===== src/gps_pkg.sv =====
// Constants for the generator protection supervisor.
// Assumes a 200 MHz system clock and a 10 ms protection tick.
package gps_pkg;
  // Clock and time base
  localparam int CLK_HZ      = 200_000_000;
  localparam int TICK_MS     = 10;
  localparam int TICK_CYC    = CLK_HZ / 1000 * TICK_MS;
  localparam int TICKS_PER_S = 1000 / TICK_MS;
  localparam int DLY_SCALE   = 100 / TICK_MS;
  localparam int OV_DLY_MS   = 750;
  localparam int OV_DLY_TCK  = OV_DLY_MS / TICK_MS;
  localparam int FLASH_MS    = 15000;
  localparam int FLASH_TCK   = FLASH_MS / TICK_MS;
  // Soft start ramp resolution
  localparam int SS_SHIFT    = 6;
  localparam int SS_STEPS    = 1 << SS_SHIFT;
  // Droop: 0.1 % units times reactive units of 100 at rated
  localparam int DROOP_DEN   = 100000;
  localparam int DROOP_MAX   = 100;
  // Register byte offsets
  localparam logic [7:0] A_CTRL   = 8'h00;
  localparam logic [7:0] A_SETPT  = 8'h04;
  localparam logic [7:0] A_DROOP  = 8'h08;
  localparam logic [7:0] A_SSTIME = 8'h0c;
  localparam logic [7:0] A_OEXLVL = 8'h10;
  localparam logic [7:0] A_OEXDLY = 8'h14;
  localparam logic [7:0] A_OVPCT  = 8'h18;
  localparam logic [7:0] A_UVPCT  = 8'h1c;
  localparam logic [7:0] A_UVDLY  = 8'h20;
  localparam logic [7:0] A_IMBDLY = 8'h24;
  localparam logic [7:0] A_STATUS = 8'h28;
  localparam logic [7:0] A_HIST   = 8'h2c;
  // Reset values and limits
  localparam logic [15:0] R_CTRL   = 16'h0001;
  localparam logic [15:0] R_SETPT  = 16'h1000;
  localparam logic [15:0] R_DROOP  = 16'h0032;
  localparam logic [15:0] R_SSTIME = 16'h0003;
  localparam logic [15:0] L_SSTIME = 16'h0002;
  localparam logic [15:0] H_SSTIME = 16'h0078;
  localparam logic [15:0] R_OEXLVL = 16'h0dac;
  localparam logic [15:0] L_OEXLVL = 16'h01f4;
  localparam logic [15:0] H_OEXLVL = 16'h0fa0;
  localparam logic [15:0] R_OEXDLY = 16'h0096;
  localparam logic [15:0] R_UVDLY  = 16'h003c;
  localparam logic [15:0] R_IMBDLY = 16'h0078;
  localparam logic [15:0] L_DLY    = 16'h000a;
  localparam logic [15:0] H_DLY    = 16'h0096;
  localparam logic [15:0] R_OVPCT  = 16'h0014;
  localparam logic [15:0] L_OVPCT  = 16'h0005;
  localparam logic [15:0] H_OVPCT  = 16'h0014;
  localparam logic [15:0] R_UVPCT  = 16'h0019;
  localparam logic [15:0] L_UVPCT  = 16'h0005;
  localparam logic [15:0] H_UVPCT  = 16'h0032;
  // Regulation modes
  localparam logic [1:0] MODE_SGL = 2'h0;
  localparam logic [1:0] MODE_TRI = 2'h1;
  localparam logic [1:0] MODE_FLD = 2'h2;
  // Timed protection functions
  localparam int F_OEX = 0;
  localparam int F_OV  = 1;
  localparam int F_UV  = 2;
  localparam int F_IMB = 3;
  localparam int N_TMD = 4;
  // Synchronised pin positions
  localparam int P_SPD = 0;
  localparam int P_SNS = 1;
  localparam int P_IMB = 2;
  localparam int P_UV  = 3;
  localparam int P_OV  = 4;
  localparam int P_B90 = 5;
  localparam int P_OEX = 6;
  localparam int P_EXO = 7;
  localparam int P_DRO = 8;
  localparam int N_PIN = 9;
  // Display codes
  localparam logic [3:0] C_RUN     = 4'h0;
  localparam logic [3:0] C_OEX_ALM = 4'h1;
  localparam logic [3:0] C_UV_ALM  = 4'h2;
  localparam logic [3:0] C_IMB_ALM = 4'h3;
  localparam logic [3:0] C_OEX_FLT = 4'h4;
  localparam logic [3:0] C_OV_FLT  = 4'h5;
  localparam logic [3:0] C_UV_FLT  = 4'h6;
  localparam logic [3:0] C_IMB_FLT = 4'h7;
  localparam logic [3:0] C_SNS_FLT = 4'h8;
  // Protection state, one-hot
  typedef enum logic [2:0] {
    GPS_RUN   = 3'b001,
    GPS_ALARM = 3'b010,
    GPS_FAULT = 3'b100
  } gps_prot_t;
endpackage : gps_pkg


===== src/gps_supervisor.sv =====
// Generator protection supervisor: droop, soft start and shutdowns.
// Assumes a Wishbone classic master and comparator flags on pins.
//
// Behaviour
// - droop lowers set point lagging, raises leading
// - droop gain configurable up to 10 percent at rated
// - single-phase sensing uses average phase current
// - soft start ramp 2 to 120 s
// - ramp only in voltage regulation modes
// - under-frequency adjustment overrides the ramp
// - over-excitation level and delay configurable
// - over-excitation starts timer, shows alarm code
// - still above 90 percent at expiry trips
// - faults latch until power loss or inhibit
// - inhibit release flashes dotted code after over-excitation, over-voltage or under-voltage; history records faults as they latch
// - over-voltage trips after fixed 0.75 s
// - under-voltage level, delay, alarm and timer
// - under-voltage persisting whole delay trips
// - no under-voltage protection in field mode
// - imbalance starts configurable delay and alarm
// - imbalance protection only in three-phase mode
// - imbalance persisting whole delay trips
// - sensing loss trips at once, no alarm
// - sensing loss waits for 850 rpm, except in field mode
// - droop applied only while contact open
// - inhibit holds excitation off, release restarts
// - fault contact closes only on shutdown
`timescale 1ns/1ps
module gps_supervisor #(
  parameter int TICK_CYC = gps_pkg::TICK_CYC
) (
  // Clock, reset, enable
  input  wire logic               clk,
  input  wire logic               nrst,
  input  wire logic               ce,
  // Wishbone slave
  input  wire logic               wb_cyc_i,
  input  wire logic               wb_stb_i,
  input  wire logic               wb_we_i,
  input  wire logic [7:0]         wb_adr_i,
  input  wire logic [3:0]         wb_sel_i,
  input  wire logic [31:0]        wb_dat_i,
  output logic      [31:0]        wb_dat_o,
  output logic                    wb_ack_o,
  // Contacts and front end flags
  input  wire logic               droop_off_closed,
  input  wire logic               exc_off_closed,
  input  wire logic               oex_above,
  input  wire logic               oex_below90,
  input  wire logic               ov_above,
  input  wire logic               uv_below,
  input  wire logic               imb_detect,
  input  wire logic               sense_lost,
  input  wire logic               speed_850,
  // Same-clock regulation inputs
  input  wire logic signed [7:0]  iq_tri,
  input  wire logic signed [7:0]  iq_a,
  input  wire logic signed [7:0]  iq_b,
  input  wire logic signed [7:0]  iq_c,
  input  wire logic               uf_active,
  input  wire logic [15:0]        uf_setpoint,
  // Outputs to regulator, field driver and display
  output logic      [15:0]        setpoint_o,
  output logic                    exc_en_o,
  output logic                    fault_contact_o,
  output logic      [3:0]         disp_code_o,
  output logic                    disp_dot_o,
  output logic      [11:0]        oex_level_o,
  output logic      [4:0]         ov_pct_o,
  output logic      [5:0]         uv_pct_o
);

  // Byte-lane merge of a 16-bit register
  function automatic logic [15:0] merge(input logic [15:0] old,
                                        input logic [31:0] d,
                                        input logic [3:0]  s);
    merge = {s[1] ? d[15:8] : old[15:8], s[0] ? d[7:0] : old[7:0]};
  endfunction : merge

  // Limit a written value to its legal range
  function automatic logic [15:0] clamp(input logic [15:0] v,
                                        input logic [15:0] lo,
                                        input logic [15:0] hi);
    clamp = (v < lo) ? lo : ((v > hi) ? hi : v);
  endfunction : clamp

  // Pin synchronisers
  logic [gps_pkg::N_PIN-1:0] sync1_r;
  logic [gps_pkg::N_PIN-1:0] pin_r;
  logic                      exo_d_r;
  wire  [gps_pkg::N_PIN-1:0] pins = {droop_off_closed, exc_off_closed,
                                     oex_above, oex_below90, ov_above,
                                     uv_below, imb_detect, sense_lost,
                                     speed_850};

  always_ff @(posedge clk) begin
    if (!nrst) begin
      sync1_r <= '0;
      pin_r   <= '0;
      exo_d_r <= 1'b0;
    end else if (ce) begin
      sync1_r <= pins;
      pin_r   <= sync1_r;
      exo_d_r <= pin_r[gps_pkg::P_EXO];
    end
  end

  wire exo = pin_r[gps_pkg::P_EXO];
  wire rel = exo_d_r & ~exo;

  // Registers
  logic [15:0] ctrl_r, setpt_r, droop_r, sstime_r, oexlvl_r, oexdly_r;
  logic [15:0] ovpct_r, uvpct_r, uvdly_r, imbdly_r;
  logic [4:0]  hist_r;
  logic        ack_r;
  logic [31:0] dat_r;

  wire        acc  = wb_cyc_i & wb_stb_i & ~ack_r;
  wire        wr   = acc & wb_we_i;
  wire [1:0]  mode = ctrl_r[1:0];
  wire        sgl_i = ctrl_r[2];
  wire        vmode = (mode == gps_pkg::MODE_SGL) |
                      (mode == gps_pkg::MODE_TRI);

  // Register writes
  always_ff @(posedge clk) begin
    if (!nrst) begin
      ctrl_r   <= gps_pkg::R_CTRL;
      setpt_r  <= gps_pkg::R_SETPT;
      droop_r  <= gps_pkg::R_DROOP;
      sstime_r <= gps_pkg::R_SSTIME;
      oexlvl_r <= gps_pkg::R_OEXLVL;
      oexdly_r <= gps_pkg::R_OEXDLY;
      ovpct_r  <= gps_pkg::R_OVPCT;
      uvpct_r  <= gps_pkg::R_UVPCT;
      uvdly_r  <= gps_pkg::R_UVDLY;
      imbdly_r <= gps_pkg::R_IMBDLY;
    end else if (ce && wr) begin
      unique case (wb_adr_i)
        gps_pkg::A_CTRL:   ctrl_r  <= merge(ctrl_r, wb_dat_i, wb_sel_i);
        gps_pkg::A_SETPT:  setpt_r <= merge(setpt_r, wb_dat_i, wb_sel_i);
        gps_pkg::A_DROOP:  droop_r <= clamp(merge(droop_r, wb_dat_i,
                                      wb_sel_i), '0, 16'(gps_pkg::DROOP_MAX));
        gps_pkg::A_SSTIME: sstime_r <= clamp(merge(sstime_r, wb_dat_i,
                                       wb_sel_i), gps_pkg::L_SSTIME,
                                       gps_pkg::H_SSTIME);
        gps_pkg::A_OEXLVL: oexlvl_r <= clamp(merge(oexlvl_r, wb_dat_i,
                                       wb_sel_i), gps_pkg::L_OEXLVL,
                                       gps_pkg::H_OEXLVL);
        gps_pkg::A_OEXDLY: oexdly_r <= clamp(merge(oexdly_r, wb_dat_i,
                                       wb_sel_i), gps_pkg::L_DLY,
                                       gps_pkg::H_DLY);
        gps_pkg::A_OVPCT:  ovpct_r <= clamp(merge(ovpct_r, wb_dat_i,
                                      wb_sel_i), gps_pkg::L_OVPCT,
                                      gps_pkg::H_OVPCT);
        gps_pkg::A_UVPCT:  uvpct_r <= clamp(merge(uvpct_r, wb_dat_i,
                                      wb_sel_i), gps_pkg::L_UVPCT,
                                      gps_pkg::H_UVPCT);
        gps_pkg::A_UVDLY:  uvdly_r <= clamp(merge(uvdly_r, wb_dat_i,
                                      wb_sel_i), gps_pkg::L_DLY,
                                      gps_pkg::H_DLY);
        gps_pkg::A_IMBDLY: imbdly_r <= clamp(merge(imbdly_r, wb_dat_i,
                                       wb_sel_i), gps_pkg::L_DLY,
                                       gps_pkg::H_DLY);
        default: ;
      endcase
    end
  end

  // Protection time base
  logic [31:0] pre_r;
  logic        tick_r;

  always_ff @(posedge clk) begin
    if (!nrst) begin
      pre_r  <= '0;
      tick_r <= 1'b0;
    end else if (ce) begin
      tick_r <= (pre_r == 32'(TICK_CYC - 1));
      pre_r  <= (pre_r == 32'(TICK_CYC - 1)) ? '0 : pre_r + 32'h1;
    end
  end

  // Timed protection conditions
  logic [gps_pkg::N_TMD-1:0] alm, flt, start_c, hold_c;
  logic [15:0]               dly [gps_pkg::N_TMD];

  assign start_c[gps_pkg::F_OEX] = pin_r[gps_pkg::P_OEX];
  assign hold_c[gps_pkg::F_OEX]  = ~pin_r[gps_pkg::P_B90];
  assign start_c[gps_pkg::F_OV]  = pin_r[gps_pkg::P_OV];
  assign hold_c[gps_pkg::F_OV]   = pin_r[gps_pkg::P_OV];
  assign start_c[gps_pkg::F_UV]  = pin_r[gps_pkg::P_UV] & vmode;
  assign hold_c[gps_pkg::F_UV]   = pin_r[gps_pkg::P_UV] & vmode;
  assign start_c[gps_pkg::F_IMB] = pin_r[gps_pkg::P_IMB] &
                                   (mode == gps_pkg::MODE_TRI);
  assign hold_c[gps_pkg::F_IMB]  = start_c[gps_pkg::F_IMB];

  assign dly[gps_pkg::F_OEX] = 16'(oexdly_r * gps_pkg::DLY_SCALE);
  assign dly[gps_pkg::F_OV]  = 16'(gps_pkg::OV_DLY_TCK);
  assign dly[gps_pkg::F_UV]  = 16'(uvdly_r * gps_pkg::DLY_SCALE);
  assign dly[gps_pkg::F_IMB] = 16'(imbdly_r * gps_pkg::DLY_SCALE);

  for (genvar i = 0; i < gps_pkg::N_TMD; i++) begin : g_prot
    gps_pkg::gps_prot_t st_r;
    logic [15:0]        cnt_r;

    always_ff @(posedge clk) begin
      if (!nrst) begin
        st_r  <= gps_pkg::GPS_RUN;
        cnt_r <= '0;
      end else if (ce) begin
        unique case (st_r)
          gps_pkg::GPS_RUN: begin
            cnt_r <= '0;
            if (start_c[i] && !exo) begin
              st_r <= gps_pkg::GPS_ALARM;
            end
          end
          gps_pkg::GPS_ALARM: begin
            if (!hold_c[i] || exo) begin
              st_r  <= gps_pkg::GPS_RUN;
              cnt_r <= '0;
            end else if (tick_r) begin
              if (cnt_r + 16'h1 >= dly[i]) begin
                st_r <= gps_pkg::GPS_FAULT;
              end
              cnt_r <= cnt_r + 16'h1;
            end
          end
          gps_pkg::GPS_FAULT: begin
            if (rel) begin
              st_r <= gps_pkg::GPS_RUN;
            end
          end
        endcase
      end
    end

    assign alm[i] = (st_r == gps_pkg::GPS_ALARM);
    assign flt[i] = (st_r == gps_pkg::GPS_FAULT);
  end

  // Sensing loss latch
  logic spd_seen_r, sns_r;
  wire  sns_en  = (mode == gps_pkg::MODE_FLD) | spd_seen_r;
  wire  sns_set = pin_r[gps_pkg::P_SNS] & sns_en & ~exo;

  always_ff @(posedge clk) begin
    if (!nrst) begin
      spd_seen_r <= 1'b0;
      sns_r      <= 1'b0;
    end else if (ce) begin
      spd_seen_r <= spd_seen_r | pin_r[gps_pkg::P_SPD];
      sns_r <= sns_set | (sns_r & ~rel);
    end
  end

  wire [4:0] flt_all = {sns_r, flt};
  wire       any_flt = |flt_all;

  // Flash after release, fault history
  logic [3:0]  fl_code_r;
  logic [15:0] fl_cnt_r;
  wire  [3:0]  rel_code = flt[gps_pkg::F_OEX] ? gps_pkg::C_OEX_FLT :
                          flt[gps_pkg::F_OV]  ? gps_pkg::C_OV_FLT  :
                          gps_pkg::C_UV_FLT;
  wire         rel_fl   = rel & (flt[gps_pkg::F_OEX] | flt[gps_pkg::F_OV] |
                          flt[gps_pkg::F_UV]);
  wire         hist_clr = wr & (wb_adr_i == gps_pkg::A_HIST) & wb_sel_i[0];

  always_ff @(posedge clk) begin
    if (!nrst) begin
      fl_code_r <= gps_pkg::C_RUN;
      fl_cnt_r  <= '0;
      hist_r    <= '0;
    end else if (ce) begin
      if (rel_fl) begin
        fl_code_r <= rel_code;
        fl_cnt_r  <= 16'(gps_pkg::FLASH_TCK);
      end else if (tick_r && fl_cnt_r != '0) begin
        fl_cnt_r <= fl_cnt_r - 16'h1;
      end
      hist_r <= flt_all | (hist_r & ~(hist_clr ? wb_dat_i[4:0] : 5'h00));
    end
  end

  // Display selection
  wire [3:0] disp_nxt =
    flt[gps_pkg::F_OEX] ? gps_pkg::C_OEX_FLT :
    flt[gps_pkg::F_OV]  ? gps_pkg::C_OV_FLT  :
    flt[gps_pkg::F_UV]  ? gps_pkg::C_UV_FLT  :
    flt[gps_pkg::F_IMB] ? gps_pkg::C_IMB_FLT :
    sns_r               ? gps_pkg::C_SNS_FLT :
    (fl_cnt_r != '0)    ? fl_code_r          :
    alm[gps_pkg::F_OEX] ? gps_pkg::C_OEX_ALM :
    alm[gps_pkg::F_UV]  ? gps_pkg::C_UV_ALM  :
    alm[gps_pkg::F_IMB] ? gps_pkg::C_IMB_ALM : gps_pkg::C_RUN;
  wire       dot_nxt  = ~any_flt & (fl_cnt_r != '0);

  // Droop computation
  wire signed [9:0]  iq_sum = 10'(iq_a) + 10'(iq_b) + 10'(iq_c);
  wire signed [9:0]  iq_sel = sgl_i ? iq_sum / 10'sd3 : 10'(iq_tri);
  wire               droop_on = ~pin_r[gps_pkg::P_DRO];
  wire signed [35:0] dprod = $signed({1'b0, setpt_r}) *
                             $signed({1'b0, droop_r[7:0]}) * iq_sel;
  wire signed [17:0] doff = droop_on ?
                            18'(dprod / 36'sd100000) : 18'sd0;
  wire signed [18:0] tgt_s = $signed({3'b000, setpt_r}) - 19'(doff);
  wire [15:0]        tgt = tgt_s[18] ? 16'h0000 :
                           (|tgt_s[17:16]) ? 16'hffff : tgt_s[15:0];

  // Soft start ramp
  logic [6:0]  prog_r;
  logic [15:0] err_r;
  wire  [15:0] span = 16'(sstime_r * gps_pkg::TICKS_PER_S);
  wire  [15:0] err_a = err_r + 16'(gps_pkg::SS_STEPS);
  wire  [22:0] ramp_p = tgt * prog_r;
  wire  [15:0] ramp = ramp_p[gps_pkg::SS_SHIFT +: 16];

  always_ff @(posedge clk) begin
    if (!nrst) begin
      prog_r <= '0;
      err_r  <= '0;
    end else if (ce) begin
      if (exo) begin
        prog_r <= '0;
        err_r  <= '0;
      end else if (tick_r && prog_r < 7'(gps_pkg::SS_STEPS)) begin
        if (err_a >= span) begin
          prog_r <= prog_r + 7'h1;
          err_r  <= err_a - span;
        end else begin
          err_r <= err_a;
        end
      end
    end
  end

  wire [15:0] sp_v   = (vmode && prog_r < 7'(gps_pkg::SS_STEPS)) ? ramp : tgt;
  wire [15:0] sp_nxt = uf_active ? uf_setpoint : sp_v;

  // Outputs
  always_ff @(posedge clk) begin
    if (!nrst) begin
      setpoint_o      <= '0;
      exc_en_o        <= 1'b0;
      fault_contact_o <= 1'b0;
      disp_code_o     <= gps_pkg::C_RUN;
      disp_dot_o      <= 1'b0;
      oex_level_o     <= '0;
      ov_pct_o        <= '0;
      uv_pct_o        <= '0;
    end else if (ce) begin
      setpoint_o      <= sp_nxt;
      exc_en_o        <= ~exo & ~any_flt;
      fault_contact_o <= any_flt;
      disp_code_o     <= disp_nxt;
      disp_dot_o      <= dot_nxt;
      oex_level_o     <= oexlvl_r[11:0];
      ov_pct_o        <= ovpct_r[4:0];
      uv_pct_o        <= uvpct_r[5:0];
    end
  end

  // Bus read and acknowledge
  wire [15:0] stat = {3'h0, droop_on, exo, alm, flt_all, disp_nxt[1:0]};
  wire [15:0] rd =
    (wb_adr_i == gps_pkg::A_CTRL)   ? ctrl_r   :
    (wb_adr_i == gps_pkg::A_SETPT)  ? setpt_r  :
    (wb_adr_i == gps_pkg::A_DROOP)  ? droop_r  :
    (wb_adr_i == gps_pkg::A_SSTIME) ? sstime_r :
    (wb_adr_i == gps_pkg::A_OEXLVL) ? oexlvl_r :
    (wb_adr_i == gps_pkg::A_OEXDLY) ? oexdly_r :
    (wb_adr_i == gps_pkg::A_OVPCT)  ? ovpct_r  :
    (wb_adr_i == gps_pkg::A_UVPCT)  ? uvpct_r  :
    (wb_adr_i == gps_pkg::A_UVDLY)  ? uvdly_r  :
    (wb_adr_i == gps_pkg::A_IMBDLY) ? imbdly_r :
    (wb_adr_i == gps_pkg::A_STATUS) ? stat     :
    (wb_adr_i == gps_pkg::A_HIST)   ? {11'h000, hist_r} : 16'h0000;

  assign ack_r = wb_ack_o;

  always_ff @(posedge clk) begin
    if (!nrst) begin
      wb_ack_o <= 1'b0;
      wb_dat_o <= '0;
    end else if (ce) begin
      wb_ack_o <= acc;
      wb_dat_o <= acc ? {16'h0000, rd} : wb_dat_o;
    end
  end

endmodule : gps_supervisor


===== config.mk =====
export PLATFORM = sky130hd
export DESIGN_NAME = gps_supervisor
export DESIGN_NICKNAME = d
export VERILOG_FILES = /design/src/gps_pkg.sv /design/src/gps_supervisor.sv
export SDC_FILE = /design/constraint.sdc
export NUM_CORES = 2
export LEC_CHECK = 0
export BUFFER_PORTS_ARGS = -buffer_cell sky130_fd_sc_hd__buf_2
export CORE_UTILIZATION = 50
export DETAILED_ROUTE_END_ITERATION = 10
export GPL_TIMING_DRIVEN = 1
export PLACE_DENSITY = 0.71
export SYNTH_ARGS = -nofsm -noshare
export SYNTH_HDL_FRONTEND = slang
export SYNTH_SLANG_ARGS = --single-unit

===== constraint.sdc =====
create_clock -name clk -period 45.8 [get_ports clk]
set_input_delay 9.16 -clock clk [delete_from_list [all_inputs] [get_ports clk]]
set_output_delay 9.16 -clock clk [all_outputs]
set_load 0.03 [all_outputs]

* After elaboration in Yosys (flattened, before gate mapping)
Index checks and enable logic that the tools add are counted.
Storage, ports and cells: bits in registers 401, input port bits 108, output and inout port bits 79, word-level logic and storage cells 312
Cells by class: add/subtract/negate cells 12, $mul 7, divide/modulo/power cells 2, order comparisons 22, equality and inequality tests 42, mux-type cells 104, bitwise logic cells 28, reductions and logical operators 53
Operators with widths (number):
- 16-bit 2-to-1 mux | 43
- 8-bit 2-to-1 mux | 16
- 16-bit case mux with 2 select lines | 4
- 16-bit by 1-bit adder with 16-bit output (second input constant) | 4
- 16-bit greater-or-equal comparator | 4
- 3-bit 2-to-1 mux | 17
- 16-bit by 8-bit > comparator with 1-bit output (second input constant) | 3
- 16-bit by 4-bit < comparator with 1-bit output (second input constant) | 3
- 16-bit by 3-bit multiplier with 15-bit output (second input constant) | 3
- 36-bit by 18-bit divider with 36-bit output (second input constant) | 1
- 3-bit case mux with 3 select lines | 4
- 25-bit by 10-bit multiplier with 35-bit output | 1
- 32-bit by 1-bit adder with 32-bit output (second input constant) | 1
- 32-bit by 21-bit == test with 1-bit output (second input constant) | 1
- 8-bit by 5-bit == test with 1-bit output (second input constant) | 4
- 8-bit by 6-bit == test with 1-bit output (second input constant) | 4
- 16-bit by 7-bit > comparator with 1-bit output (second input constant) | 2
- 16-bit by 3-bit < comparator with 1-bit output (second input constant) | 2
- 32-bit 2-to-1 mux | 1
- 3-bit AND reduction | 9
- 16-bit by 8-bit multiplier with 24-bit output | 1
- 4-bit 2-to-1 mux | 6
- 2-bit AND reduction | 12
- 16-bit by 7-bit multiplier with 22-bit output | 1
- 49 further kinds | 123

* Depth between registers and ports, before layout
word-level depth 21, gate-level depth with buffers 176, depth with buffers taken out 156

* Worst setup path before layout
Ideal clock, no wire load.
path kind input-to-reg, start point input port iq_a[1], end point register setpoint_o[13], data arrival time 46.459 ns, slack -0.776 ns, cell stages on the path 163, path buffers 12, cell sequence inv_1 fa_1 inv_1 ha_1 inv_1 fa_1 nand2b_1 a21o_1 a21boi_1 o21ai_1 a211oi_1 or2_4 buf_6 nor3b_1 o311ai_2 o21a_1 buf_6 nor3_1 [... 127 more ...] and2_1 fa_1 fa_1 fa_1 inv_1 fa_1 inv_1 ha_1 a21o_1 nand2_1 nand2b_1 a21o_1 a21o_1 a21oi_1 o31ai_4 a41oi_1 o2111ai_1 a22o_1
On the way: word-level cells in the longest chain between the ends 14
Ends and longest elaborated chain:
- from (decl) | line gps_supervisor.sv:57 | input wire logic signed [7:0] iq_a,
- 8-bit by 8-bit adder with 9-bit output (*) | line gps_supervisor.sv:301 | wire signed [9:0] iq_sum = 10'(iq_a) + 10'(iq_b) + 10'(iq_c);
- 9-bit by 8-bit adder with 10-bit output (*) | line gps_supervisor.sv:301
- 10-bit by 3-bit divider with 10-bit output (*) | line gps_supervisor.sv:302 | wire signed [9:0] iq_sel = sgl_i ? iq_sum / 10'sd3 : 10'(iq_tri);
- 10-bit 2-to-1 mux (*) | line gps_supervisor.sv:302
- 25-bit by 10-bit multiplier with 35-bit output (*) | line gps_supervisor.sv:305 | $signed({1'b0, droop_r[7:0]}) * iq_sel;
- 36-bit by 18-bit divider with 36-bit output (*) | line gps_supervisor.sv:307 | 18'(dprod / 36'sd100000) : 18'sd0;
- 18-bit 2-to-1 mux (*) | line gps_supervisor.sv:306 | wire signed [17:0] doff = droop_on ?
- 17-bit by 18-bit subtractor with 19-bit output (*) | line gps_supervisor.sv:308 | wire signed [18:0] tgt_s = $signed({3'b000, setpt_r}) - 19'(doff);
- 2-bit OR reduction | line gps_supervisor.sv:310 | (|tgt_s[17:16]) ? 16'hffff : tgt_s[15:0];
- 16-bit 2-to-1 mux | line gps_supervisor.sv:310
- 16-bit 2-to-1 mux (*) | line gps_supervisor.sv:309 | wire [15:0] tgt = tgt_s[18] ? 16'h0000 :
- 16-bit by 7-bit multiplier with 22-bit output | line gps_supervisor.sv:317 | wire [22:0] ramp_p = tgt * prog_r;
- 16-bit 2-to-1 mux (*) | line gps_supervisor.sv:339 | wire [15:0] sp_v = (vmode && prog_r < 7'(gps_pkg::SS_STEPS)) ? ramp : tgt;
- 16-bit 2-to-1 mux (*) | line gps_supervisor.sv:340 | wire [15:0] sp_nxt = uf_active ? uf_setpoint : sp_v;
- to (signal assigned) | line gps_supervisor.sv:354 | setpoint_o <= sp_nxt;
- to (decl) | line gps_supervisor.sv:63 | output logic [15:0] setpoint_o,
Every way passes the cells marked *; elsewhere a longest branch is shown, timed or not. A chain may end at the register's enable or synchronous reset.

* Worst setup path after layout
start point input port iq_c[1], end point register setpoint_o[13]
On the way: word-level cells in the longest chain between the ends 13
Ends and longest elaborated chain:
- from (decl) | line gps_supervisor.sv:59 | input wire logic signed [7:0] iq_c,
- 9-bit by 8-bit adder with 10-bit output (*) | line gps_supervisor.sv:301
- 10-bit by 3-bit divider with 10-bit output (*) | line gps_supervisor.sv:302
- 10-bit 2-to-1 mux (*) | line gps_supervisor.sv:302
- 25-bit by 10-bit multiplier with 35-bit output (*) | line gps_supervisor.sv:305
- 36-bit by 18-bit divider with 36-bit output (*) | line gps_supervisor.sv:307
- 18-bit 2-to-1 mux (*) | line gps_supervisor.sv:306
- 17-bit by 18-bit subtractor with 19-bit output (*) | line gps_supervisor.sv:308
- 2-bit OR reduction | line gps_supervisor.sv:310
- 16-bit 2-to-1 mux | line gps_supervisor.sv:310
- 16-bit 2-to-1 mux (*) | line gps_supervisor.sv:309
- 16-bit by 7-bit multiplier with 22-bit output | line gps_supervisor.sv:317
- 16-bit 2-to-1 mux (*) | line gps_supervisor.sv:339
- 16-bit 2-to-1 mux (*) | line gps_supervisor.sv:340
Marked as above.

==> impl_metrics.toml <==
[final_layout]
multi_input_area_um2 = 43930
syn_to_final_growth_pct = 26.89
fillers = 8627
layout-drive-gt1-share = 0.2496
nNetsFinal = 8685
seq_area_um2 = 7968

[synth]
netlist_area_um2 = 52770
ys_async_sr_fraction = 0
synth_area_leader_cell = "dfxtp_1"
postSynthAreaPerCell_um2 = 7.748
ys_seq_area_frac = 0.1510
yosys_warnings = 0
synth_cells = 6811
synth_edf_count = 0
synth_area_leaders = "dfxtp_1 (15%), fa_1 (13%), ha_1 (8.8%)"
yosys.cell_count.top_type = "nand2_1"
ys_ff_latch = 398
yosysTopAreaCellShare = 0.1510
yosysUniqueCellTypes = 161
synthFlopType = "dfxtp_1"
yosys-top-cells-count = "nand2_1 (647), nor2_1 (636), inv_1 (598)"

[timing]
clock_skew_ns = 0.03789
period_share = 0.9895
slew_headroom = 0.1673
rsz0062_at_grt = "true"
fmax_mhz = 22.06
setup_viol = 0
fin_ws_ns = 0.4787
hold_viol = 0
worst_pin_slew_ns = 1.236
min_period_ns = 45.32
drv_slew = 0

[placement]
io_buffers = 152
place_congestion = 1.008
hpwlAfterDp_um = 129400
pre_cts_slack_ns = -1.554

[global_routing]
grtUsageTotal = 0.2993
antenna_found_initial = 13
grtUsageMet2 = 0.5234
grt_pass1_wl_um = 265200
gr-usage-met1 = 0.3708
grtUsageMet3 = 0.03534
busiest_layer = "met2"
grt_overflow_total = 0
grt_pass1_vias = 52610
grt_max_degree = 101

[critical_path]
end_kind = "register"
critical_path_class = "in2reg"
arrival_ns = 45.76
cpPeakStageDelay_ns = 0.61
path_delay_family = "compound AO/OA/AOI/OAI gates"
crit_fanout = 7
critPathMostFrequentCell = "a21o_1"
startpoint_type = "input pin"
critPathBufInv = 30
cp_data_required_time_ns = 46.24
critPathSlowestCell = "or4_4"

[routing]
first_pass_iters = 9
viasPerCell = 5.858
vias = 54330
routed_wl_um = 170800
ant_nets = 0
drc = 0
post_drt_wl_per_cell_um = 18.41
drt-initial-drc-count = 4182

[clocking]
cts_max_level = 2
clock_sinks = 398
clk_latency_ns = 0.58
cts_root_buf = "clkbuf_16"
cts_hold_buf = 0
cts_tree = "yes"
clk_path_buf_depth = 3
clkTransAtPathRegs_ns = 0.06
cts_buffers = 39

[min_path]
hold_path.class = "reg2reg"

[floorplan]
dieWidth_um = 326.9
ios = 187
fp.dieArea_um2 = 106800
start_util = 0.5070
rows = 118
dieHeight_um = 326.9
core_area_um2 = 104100

[flow_run]
maxCapViolations = 0

[outcome]
outcome = "finished clean"
-- final timing paths --
check | from | endpoint | slack (ns) | depth (start not counted)
worst max register to register | droop_r[3]$_SDFFE_PN0P_ | setpoint_o[13]$_SDFFE_PN0P_ | 8.58 | 165
worst min-delay path | setpoint_o[7]$_SDFFE_PN0P_ | setpoint_o[7]$_SDFFE_PN0P_ | 0.45 | 2
worst max-delay path | iq_c[1] | setpoint_o[13]$_SDFFE_PN0P_ | 0.48 | 171
worst min register to register | setpoint_o[7]$_SDFFE_PN0P_ | setpoint_o[7]$_SDFFE_PN0P_ | 0.45 | 2
-- layout by cell type (no fill, tap or decap), types with 40 or more instances in the layout --
cell,count
nor4_1,49
nor2b_1,123
o211ai_1,45
nand3_1,197
or3_1,41
inv_1,592
xor2_1,131
and3_1,141
nor2_1,616
a31oi_1,62
and2_1,201
nor3_1,106
buf_4,1114
nand2_1,642
o21bai_1,40
nand2b_1,101
dfxtp_1,398
a21o_1,94
fa_1,337
a22oi_1,50
o21ai_1,41
a21oi_1,388
mux2i_1,129
nand4_1,44
buf_2,150
ha_1,349
xnor2_1,248
o21ai_0,294
nand3b_1,49
-- layer usage --
metal  part of all wire  up-vias
met2               0.48     1939
li1                   -    25760
met5            0.00021        -
met1               0.41    26150
met4              0.045        6
met3              0.064      478
-- area by class of cell --
cell class / count / area share
Antenna cell: 9 / 0.0003363
Clock buffer: 51 / 0.01599
Clock inverter: 18 / 0.003326
Inverter: 600 / 0.03367
Multi-Input combinational cell: 5505 / 0.6560
Sequential cell: 398 / 0.1190
Tap cell: 1380 / 0.02579
Timing Repair Buffer: 1314 / 0.1459
-- sequential cells by signal, indices dropped and copies added (netlist names), 12 cells and up --
signal	cells
ovpct_r	16
uvdly_r	16
ctrl_r	16
oexdly_r	16
fl_cnt_r	16
g_prot.st_r	12
setpoint_o	16
oex_level_o	12
pre_r	32
oexlvl_r	16
sstime_r	16
uvpct_r	16
wb_dat_o	16
droop_r	16
setpt_r	16
err_r	14
imbdly_r	16
g_prot.cnt_r	64
-- worst min-delay path: stages (launching register included) --
cell and delay [ns]:
dfxtp_1 0.31, nand2_1 0.05, nand2_1 0.04
-- cell families after synthesis --
kind of cell / synth area share
compound gates: 0.2122
xor+xnor: 0.06791
fa+ha+maj: 0.2221
buf+inv: 0.07334
flops: 0.1510
mux: 0.03383
other cells: 0.00007106
simple gates: 0.2396
-- stage by stage --
step	std cells	TNS, ns	hold slack, ns	util	cell area [µm²]
2_1_floorplan	6826	0	0.4360	-	52920
6_report	9275	0	0.4466	0.6433	66960
3_3_place_gp	9092	-16.20	0.4327	0.5946	61890
5_1_grt	9274	-8.852	0.4664	0.6433	66960
3_5_place_dp	9092	-21.82	0.4420	0.5946	61890
4_1_cts	9173	0	0.4506	0.6122	63720
-- what timing repair did --
item,4_1_cts,5_1_grt
setup buffers,10,94
setup endpoints to repair,16,16
pin swaps,21,270
cloned,2,0
gates resized for setup,82,477
Power is not shown: default switching activity piles up to over one toggle a cycle in this logic, so the estimate is an artifact.
